===== config.mk =====
export PLATFORM = sky130hd
export DESIGN_NAME = local_port_ber_tester
export DESIGN_NICKNAME = d
export VERILOG_FILES = /design/src/rtl/ber_test_pkg.sv /design/src/rtl/ber_window_if.sv /design/src/rtl/ber_window_match.sv /design/src/rtl/local_port_ber_tester.sv
export VERILOG_INCLUDE_DIRS = /design/src /design/src/rtl
export SDC_FILE = /design/constraint.sdc
export NUM_CORES = 1
export LEC_CHECK = 0
export ABC_CLOCK_PERIOD_IN_PS = 5310
export BUFFER_PORTS_ARGS = -buffer_cell sky130_fd_sc_hd__buf_2
export CORE_AREA = 2 2 133 135
export DETAILED_ROUTE_END_ITERATION = 8
export DIE_AREA = 0 0 135 137
export GPL_TIMING_DRIVEN = 1
export HOLD_SLACK_MARGIN = 0.02
export PLACE_DENSITY = 0.65
export SYNTH_ARGS = -nofsm -noshare
export SYNTH_HDL_FRONTEND = slang
export SYNTH_SLANG_ARGS = --single-unit

===== constraint.sdc =====
create_clock -name i_sys_clk -period 5.31 [get_ports i_sys_clk]
set_input_delay 0.2655 -clock i_sys_clk [delete_from_list [all_inputs] [get_ports i_sys_clk]]
set_output_delay 0.2655 -clock i_sys_clk [all_outputs]
set_load 0.03 [all_outputs]

===== src/rtl/ber_test_map.svh =====
// Purpose: register offsets, field positions, reset values and timing counts
// Assumes: 16-bit register port, word addressed
// Notes:   included by bare name
`ifndef BER_TEST_MAP_SVH
`define BER_TEST_MAP_SVH
`define SEND_POSITION_ADDR      12'h00c3
`define TRANSMIT_LENGTH_ADDR    12'h00c4
`define RECEIVE_LENGTH_ADDR     12'h00c5
`define RECEIVE_POSITION_ADDR   12'h00c6
`define ERROR_TALLY_ADDR        12'h00c7
`define REG_RESET_VALUE         16'h0000
`define STREAM_NARROW_HI        12
`define STREAM_NARROW_LO        8
`define STREAM_WIDE_LO          9
`define CHANNEL_NARROW_HI       7
`define CHANNEL_WIDE_HI         8
`define LENGTH_HI               8
`define TALLY_MAX               16'hffff
`define PRBS_SEED               15'h7fff
`define SYNC_RUN_BITS           5'h10
`endif


===== src/rtl/ber_test_pkg.sv =====
// Purpose: shared types of the bit error rate tester
// Assumes: nothing beyond the map header
// Notes:   no constants here, only types
package ber_test_pkg;
  typedef enum logic [1:0] {RX_IDLE, RX_HUNT, RX_LOCKED} rx_state_type;
  typedef logic [14:0] prbs_type;
endpackage


===== src/rtl/ber_window_if.sv =====
// Purpose: carries a channel window test between the top and its helpers
// Assumes: one clock domain
// Notes:   top fills the request side, helper returns the hit flag
`timescale 1ns/1ps
`default_nettype none
interface ber_window_if;
  logic [4:0] cur_stream;
  logic [8:0] cur_channel;
  logic [4:0] sel_stream;
  logic [8:0] sel_start;
  logic [8:0] sel_length;
  logic       hit;
  modport owner (output cur_stream, output cur_channel, output sel_stream,
                 output sel_start, output sel_length, input hit);
  modport judge (input cur_stream, input cur_channel, input sel_stream,
                 input sel_start, input sel_length, output hit);
endinterface
`default_nettype wire


===== src/rtl/ber_window_match.sv =====
// Purpose: decides whether the current stream and channel lie in a test window
// Assumes: window does not wrap past the last channel of the frame
// Notes:   combinational
`timescale 1ns/1ps
`default_nettype none
module ber_window_match
(
  ber_window_if.judge win
);
  logic [9:0] offset;

  // channel distance from window start, borrow bit marks channels before it
  always_comb
  begin
    offset  = {1'b0, win.cur_channel} - {1'b0, win.sel_start};
    win.hit = (win.cur_stream == win.sel_stream) && !offset[9]
              && (offset[8:0] <= win.sel_length);
  end
endmodule
`default_nettype wire


===== src/rtl/local_port_ber_tester.sv =====
// Purpose: bit error rate send and compare for the local serial port
// Assumes: i_bit_strobe marks each serial bit slot, with stream and channel given
// Notes:   registers are reached over a 16-bit word-addressed port
// Overview of operation
// - narrow mode: send stream in bits 12:8, start channel in bits 7:0
// - fast mode: send stream in bits 12:9, start channel in bits 8:0
// - narrow mode: receive stream in bits 12:8, start channel in bits 7:0
// - fast mode: receive stream in bits 12:9, start channel in bits 8:0
// - send test pattern over transmit length plus one channels each frame
// - compare test pattern over receive length plus one channels each frame
// - error tally is read-only in bits 15:0, writes ignored
// - tally saturates at ffff and holds until the clear bit
// - tally counts each compared bit that differs from the expected pattern, only once the receiver is locked
// - every field resets to zero
// - fast mode bit limits send and compare windows to streams 0 to 15; other streams still carry switch data
`timescale 1ns/1ps
`default_nettype none
`include "ber_test_map.svh"
module local_port_ber_tester
(
  // clock and reset
  input  wire logic        i_sys_clk,
  input  wire logic        i_resetn,
  // register port
  input  wire logic [11:0] i_reg_addr,
  input  wire logic        i_reg_wr,
  input  wire logic        i_reg_rd,
  input  wire logic [15:0] i_reg_wdata,
  output logic      [15:0] o_reg_rdata,
  // mode and clear controls from the device control registers
  input  wire logic        i_local_fast_rate_select,
  input  wire logic        i_local_error_count_clear,
  // frame timing
  input  wire logic        i_bit_strobe,
  input  wire logic [4:0]  i_stream,
  input  wire logic [8:0]  i_channel,
  // serial data paths
  input  wire logic        i_switch_out_bit,
  input  wire logic        i_line_in_bit,
  output logic             o_line_out_bit,
  output logic             o_tx_active,
  output logic             o_rx_locked
);
  typedef struct packed {
    logic [15:0]                      send_pos;
    logic [15:0]                      tx_len;
    logic [15:0]                      rx_len;
    logic [15:0]                      recv_pos;
    logic [15:0]                      tally;
    logic [15:0]                      rdata;
    ber_test_pkg::prbs_type           tx_prbs;
    ber_test_pkg::prbs_type           rx_prbs;
    ber_test_pkg::rx_state_type       rx_state;
    logic [4:0]                       sync_run;
    logic                             out_bit;
    logic                             tx_active;
    logic                             locked;
  } state_type;

  state_type st_q;
  state_type st_d;

  ber_window_if tx_win();
  ber_window_if rx_win();

  ber_window_match u_tx_match
  (
    .win (tx_win)
  );

  ber_window_match u_rx_match
  (
    .win (rx_win)
  );

  // next pattern state, x^15 + x^14 + 1
  function automatic ber_test_pkg::prbs_type prbs_step(input ber_test_pkg::prbs_type p);
    prbs_step = {p[13:0], p[14] ^ p[13]};
  endfunction

  // stream field per rate mode
  function automatic logic [4:0] stream_of(input logic [15:0] r, input logic fast);
    if (fast)
      stream_of = {1'b0, r[`STREAM_NARROW_HI:`STREAM_WIDE_LO]};
    else
      stream_of = r[`STREAM_NARROW_HI:`STREAM_NARROW_LO];
  endfunction

  // channel field per rate mode
  function automatic logic [8:0] channel_of(input logic [15:0] r, input logic fast);
    if (fast)
      channel_of = r[`CHANNEL_WIDE_HI:0];
    else
      channel_of = {1'b0, r[`CHANNEL_NARROW_HI:0]};
  endfunction

  // window requests; fast mode only covers streams 0 to 15
  always_comb
  begin
    tx_win.cur_stream  = i_stream;
    tx_win.cur_channel = i_channel;
    tx_win.sel_stream  = stream_of(st_q.send_pos, i_local_fast_rate_select);
    tx_win.sel_start   = channel_of(st_q.send_pos, i_local_fast_rate_select);
    tx_win.sel_length  = st_q.tx_len[`LENGTH_HI:0];
    rx_win.cur_stream  = i_stream;
    rx_win.cur_channel = i_channel;
    rx_win.sel_stream  = stream_of(st_q.recv_pos, i_local_fast_rate_select);
    rx_win.sel_start   = channel_of(st_q.recv_pos, i_local_fast_rate_select);
    rx_win.sel_length  = st_q.rx_len[`LENGTH_HI:0];
  end

  logic unused_stream_ok;
  logic tx_hit;
  logic rx_hit;
  logic expect_bit;
  logic mismatch;

  // fast mode keeps streams 16 to 31 out of send and compare; switch data still passes out on them
  always_comb
  begin
    unused_stream_ok = !i_local_fast_rate_select || !i_stream[4];
    tx_hit     = tx_win.hit && unused_stream_ok;
    rx_hit     = rx_win.hit && unused_stream_ok;
    expect_bit = st_q.rx_prbs[14] ^ st_q.rx_prbs[13];
    mismatch   = i_line_in_bit != expect_bit;
  end

  // whole block next state
  always_comb
  begin
    st_d = st_q;
    // register writes; tally address takes no write
    if (i_reg_wr)
    begin
      unique case (i_reg_addr)
        `SEND_POSITION_ADDR:    st_d.send_pos = i_reg_wdata;
        `TRANSMIT_LENGTH_ADDR:  st_d.tx_len   = i_reg_wdata;
        `RECEIVE_LENGTH_ADDR:   st_d.rx_len   = i_reg_wdata;
        `RECEIVE_POSITION_ADDR: st_d.recv_pos = i_reg_wdata;
        default:                st_d.rdata    = st_q.rdata;
      endcase
    end
    // reads return one cycle later; unmapped reads zero
    if (i_reg_rd)
    begin
      unique case (i_reg_addr)
        `SEND_POSITION_ADDR:    st_d.rdata = st_q.send_pos;
        `TRANSMIT_LENGTH_ADDR:  st_d.rdata = st_q.tx_len;
        `RECEIVE_LENGTH_ADDR:   st_d.rdata = st_q.rx_len;
        `RECEIVE_POSITION_ADDR: st_d.rdata = st_q.recv_pos;
        `ERROR_TALLY_ADDR:      st_d.rdata = st_q.tally;
        default:                st_d.rdata = `REG_RESET_VALUE;
      endcase
    end
    // output path: pattern only inside the window, switch data elsewhere
    if (i_bit_strobe)
    begin
      st_d.tx_active = tx_hit;
      if (tx_hit)
      begin
        st_d.out_bit = st_q.tx_prbs[14] ^ st_q.tx_prbs[13];
        st_d.tx_prbs = prbs_step(st_q.tx_prbs);
      end
      else
        st_d.out_bit = i_switch_out_bit;
    end
    // receiver: load incoming bits while hunting, count only once locked
    if (i_bit_strobe && rx_hit)
    begin
      unique case (st_q.rx_state)
        ber_test_pkg::RX_IDLE, ber_test_pkg::RX_HUNT:
        begin
          // self-synchronise by shifting in received bits
          st_d.rx_prbs  = {st_q.rx_prbs[13:0], i_line_in_bit};
          st_d.rx_state = ber_test_pkg::RX_HUNT;
          if (st_q.rx_state == ber_test_pkg::RX_HUNT && !mismatch)
          begin
            st_d.sync_run = st_q.sync_run + 5'h01;
            if (st_q.sync_run == `SYNC_RUN_BITS)
            begin
              st_d.rx_state = ber_test_pkg::RX_LOCKED;
              st_d.locked   = 1'b1;
            end
          end
          else
            st_d.sync_run = 5'h00;
        end
        ber_test_pkg::RX_LOCKED:
        begin
          st_d.rx_prbs = prbs_step(st_q.rx_prbs);
          // saturate rather than wrap so a long run never looks clean
          if (mismatch && st_q.tally != `TALLY_MAX)
            st_d.tally = st_q.tally + 16'h0001;
        end
      endcase
    end
    // clear wins only for the tally it empties; an error in the same cycle is lost
    if (i_local_error_count_clear)
      st_d.tally = `REG_RESET_VALUE;
  end

  // single state register
  always_ff @(posedge i_sys_clk or negedge i_resetn)
  begin
    if (!i_resetn)
    begin
      st_q           <= '0;
      st_q.tx_prbs   <= `PRBS_SEED;
      st_q.rx_prbs   <= `PRBS_SEED;
      st_q.rx_state  <= ber_test_pkg::RX_IDLE;
    end
    else
      st_q <= st_d;
  end

  // outputs straight from flip-flops
  always_comb
  begin
    o_reg_rdata    = st_q.rdata;
    o_line_out_bit = st_q.out_bit;
    o_tx_active    = st_q.tx_active;
    o_rx_locked    = st_q.locked;                                 // own flop, no decode
  end
endmodule
`default_nettype wire


# Word-level counts from Yosys, hierarchy flattened
# Cells that the tools add are included.
# word_totals
reg_bits	136
input_bits	51
output_inout_bits	19
wordCells	75
# classes
add_sub_neg	4
n_lt_le_gt_ge	2
n_eq_ne	12
mux	14
n_bitwise	2
reduce_logical	28
# ops
cell	count
$pmux W16 S5	1
$mux W16	4
$eq A12 B8 Y1 const B	5
$pmux W15 S2	1
$sub A9 B9 Y10	2
$le A9 B9 Y1	2
$mux W9	2
$add A16 B1 Y16 const B	1
$ne A16 B16 Y1 const B	1
$mux W5	3
$reduce_and A2 Y1	6
$eq A5 B5 Y1	2
$logic_and A1 B1 Y1	9
$reduce_bool A2 Y1	3
$add A5 B1 Y5 const B	1
$eq A5 B5 Y1 const B	1
$logic_not A1 Y1	5
$mux W2	2
$reduce_and A4 Y1	1
$reduce_and A3 Y1	1
$eq A2 B1 Y1 const B	1
$eq A2 B2 Y1 const B	1
$logic_not A2 Y1	1
$reduce_or A2 Y1	1
other kinds (4)	5

# Logic depth before layout (Yosys ltp)
# logic_depth
depth_word	9
mapped_depth	20
ltp_nobuf	18

# By module
# A second synthesis with hierarchy kept.
# unflattened
hier_cells	685
hier_area_um2	7678.6
# by_module_without_submodules
mod	instances	cells_each	area_per_inst_um2
local_port_ber_tester	1	490	6301.0
ber_window_match at u_rx_match	1	101	706.9
ber_window_match at u_tx_match	1	94	670.6

# Worst setup path before layout
# No wires, ideal clock.
# synth_timing
kind	register to register
start	register st_q[120] (netlist bit)
end	register st_q[32] (netlist bit)
setup_ns	0.082
arrival_ns	3.773
t_required_ns	5.228
path_slack_ns	1.455
stages_incl_launch_ff	18
path_buffers	1
period_less_slack_ns	3.855
path_cell_list	dfrtp_1 -> ha_1 -> fa_1 -> nor2b_1 -> o21ai_0 -> nand2b_1 -> a21o_1 -> nand2_1 -> a21oi_1 -> xor2_1 -> ha_1 -> a21oi_1 -> o21ai_0 -> a2111oi_0 -> o21ai_1 -> nor4b_4 -> buf_4 -> mux2_2
# synth_between
elab_chain_cells	7
# synth_rtl
element	line	text
start: declaration	local_port_ber_tester.sv:60	state_type st_q;
start signal: assignment	local_port_ber_tester.sv:213	st_q <= st_d;
$mux W9 *	local_port_ber_tester.sv:91	if (fast)
$sub A9 B9 Y10 *	ber_window_match.sv:15	offset = {1'b0, win.cur_channel} - {1'b0, win.sel_start};
parallel branches: the longest is 2 deep, another holds $le A9 B9 Y1	--	
$logic_and A1 B1 Y1 *	ber_window_match.sv:17	&& (offset[8:0] <= win.sel_length);
$logic_and A1 B1 Y1 *	local_port_ber_tester.sv:122	tx_hit = tx_win.hit && unused_stream_ok;
$reduce_and A2 Y1 (no line) *	--	
# Every way passes the cells marked *.
# A chain may end at the register's enable or synchronous reset.

# Final worst setup path
# layout_timing
start	register st_q[120] (netlist bit)
end	register st_q[30] (netlist bit)
# The elaborated chain is that of the path after synthesis.

==> impl_metrics.py <==
metrics = {
    "worst_setup_path": {
        "cp_top_family": "compound AO/OA/AOI/OAI gates",
        "path_buf_inv": 1,
        "critPathMaxStageDelay_ns": 0.93,
        "cp_max_fo": 16,
        "arrival_ns": 5.08,
        "cp-start-kind": "flop",
        "criticalPathCategory": "reg2reg",
        "cp_data_required_time_ns": 5.66,
        "crit_chain": "ha_1 > fa_1 > nor2b_1 > o21ai_0 > nand2b_1 > a21o_1 > nand2_1 > a21oi_1 > xor2_1 > ha_1 > a21oi_1 > o21ai_0 > a2111oi_0 > o21ai_1 > nor4b_4 > buf_4 > mux2_2",
        "worst_path_max_delay_cell": "a2111oi_0",
        "crit_path_end_kind": "flop",
    },
    "cts": {
        "ctsLongestPathBuffers": 2,
        "numCtsBuffers": 17,
        "cts_setup_buffers": 0,
        "path_clk_slew_ns": 0.06,
        "cts_hold_buf": 1,
        "clock-sinks": 136,
        "cts_tree": "done",
        "cts-root-buf": "clkbuf_16",
        "clk_latency_ns": 0.42,
        "htree_levels": 4,
        "cts_resized": 0,
    },
    "die": {
        "pin_count": 70,
        "fp.coreArea_um2": 17060,
        "start_util_pct": 44.04,
        "die_w_um": 135,
        "rows": 48,
        "die_h_um": 137,
        "design.die.area_um2": 18500,
    },
    "synthesis": {
        "synth_edf_count": 0,
        "postSynth.asyncResetShare_pct": 100.0,
        "yosys.area.top_type_share_pct": 35.31,
        "synth_top_cell_by_area": "dfrtp_1",
        "synth_cell_types": 55,
        "synth.most_common_cell": "dfrtp_1",
        "syn_avg_cell_area_um2": 10.55,
        "synthMuxAreaShare_pct": 15.04,
        "synth_compound_area_share_pct": 12.09,
        "yosys.area_share.simple_pct": 11.53,
        "synth_top_family_by_area": "multiplexers",
        "synthTopCellsByArea": "dfrtp_1 35%, mux2_2 11%, dfstp_2 10%",
        "synth-xor-area-share_pct": 3.148,
        "synthCells": 712,
        "synth_fa_ha_area_share_pct": 7.029,
        "yosys_most_used_dff": "dfrtp_1",
        "ys_top_cells_by_count": "106 x dfrtp_1, 75 x mux2_2, 54 x nand2_1",
        "synth-seq-cells": 136,
        "syn_nets": 804,
        "synth_area_um2": 7512,
        "yosysSeqAreaShare_pct": 45.80,
        "yosysWarnings": 0,
    },
    "detailed_routing": {
        "drc": 0,
        "drt_wl_total_um": 18090,
        "ant_nets": 0,
        "first_pass_iters": 5,
        "drt_iter0_drc": 452,
        "vias_per_cell": 5.556,
        "num_vias": 5584,
        "wl_per_cell_um": 18.00,
    },
    "power_and_ir_drop": {
        "peakVddDrop_mv": 0.2245,
        "p_per_area_nw_per_um2": 293.1,
        "leakagePower_uw": 0.004073,
    },
    "cells_and_area": {
        "post-route-util_pct": 50.54,
        "seqCellArea_um2": 3441,
        "layout.nets": 859,
        "fillCellCount": 1531,
        "multi_input_area_um2": 3685,
        "drive_gt1_share_pct": 28.97,
        "diodes": 0,
        "area_growth_pct": 14.76,
    },
    "global_routing": {
        "grt_pass1_vias": 5742,
        "track_usage_pct": 20.84,
        "grt_max_degree": 70,
        "grt_overflow": 0,
        "antenna_found_initial": 0,
        "grt_first_pass_wirelength_um": 29620,
    },
    "timing": {
        "finClkSkew_ns": 0.009177,
        "rsz0062_at_grt": "no",
        "max_freq_mhz": 211.4,
        "tightest_slew_ns": 1.082,
        "slew_viol_final": 0,
        "setup_viol": 0,
        "hold_violations": 0,
        "min_period_ns": 4.729,
        "final.period_utilization_pct": 89.07,
        "slew_headroom_pct": 25.97,
        "fin_setup_tns_ns": 0,
    },
    "worst_hold_path": {
        "min_path_type": "in2reg",
    },
    "run": {
        "maxCapViolations": 0,
    },
    "place": {
        "portBuffers": 69,
        "place_congestion": 0.8655,
        "dpl.hpwl_um": 12540,
    },
    "run_status": {
        "status": "completed",
    },
}
## placed cells by master, fill, tap and decap left out, drive strengths merged, types with 30 or more instances in the layout
cell   count
ha        39
nor2      33
mux2      79
dfrtp    106
buf       78
inv       48
dfstp     30
a21oi     44
nand2     54
o21ai     57
## worst min-delay path, delay by kind of cell
kind	cells	cell delay, ns
AOI/OAI and AO/OA	1	0.06
buffers and inverters	1	0.11
and+or+nand+nor	1	0.05
## logic make-up after synthesis
group / Yosys count
buf+inv: 85
flops: 136
simple gates: 169
xor+xnor: 27
fa+ha+maj: 41
mux: 103
compound gates: 151
## power breakdown
| group | leakage (µW) | internal (µW) | switching [µW] | total [µW] |
|---|---|---|---|---|
| sequential | 0.00168 | 1060 | 12.9 | 1070 |
| clock | 0.000318 | 779 | 462 | 1240 |
| combinational | 0.00208 | 81.7 | 135 | 217 |
## through the flow
stage	setup slack (ns)	power [µW]	hold WS (ns)	cell area [µm²]	instances
after floorplan	1.455	1223	-0.03009	7512	712
after global placement	0.6709	1294	0.4266	7980	972
after detailed placement	0.6041	1303	0.4303	7980	972
after CTS	0.5859	2553	0.09302	8621	1005
after global routing	0.2837	2627	0.1165	8621	1005
final	0.5806	2527	0.1029	8621	1005
## flip-flops by register name, indices dropped and copies added (netlist names)
signal	cells
o_rx_locked	1
rx_win.sel_length	9
o_line_out_bit	1
o_reg_rdata	16
o_tx_active	1
st_q	108
## area by class of cell
cell class	instances	share of cell area [%]
Tap cell	225	3.266
Timing Repair Buffer	79	4.935
Multi-Input combinational cell	491	42.74
Sequential cell	136	39.91
Inverter	42	1.829
Clock inverter	12	1.509
Clock buffer	20	5.806
## layer usage
layer / GRT usage, % / share of wire [%] / wire, µm
met5: 0 / 0 / 0
met4: 8.565 / 2.2 / 396
met3: 4.222 / 5.1 / 919
met2: 33.02 / 47 / 8505
met1: 28.06 / 46 / 8268
## final timing paths
kind | slack [ns] | cells after the start | end | startpoint
setup / recovery | 0.58 | 17 | st_q[30]$_DFFE_PN1P_ | st_q[120]$_DFFE_PN0P_
hold / removal | 0.10 | 3 | st_q[125]$_DFFE_PN0P_ | i_reg_wdata[5]
setup reg to reg | 0.58 | 17 | st_q[30]$_DFFE_PN1P_ | st_q[120]$_DFFE_PN0P_
hold reg to reg | 0.46 | 1 | o_rx_locked$_DFFE_PN0P_ | o_rx_locked$_DFFE_PN0P_
max in group asynchronous | 3.36 | 3 | st_q[3]$_DFFE_PN0P_ | i_resetn
min in group asynchronous | 0.51 | 2 | st_q[105]$_DFFE_PN0P_ | i_resetn
(Power assumes the default switching activity.)
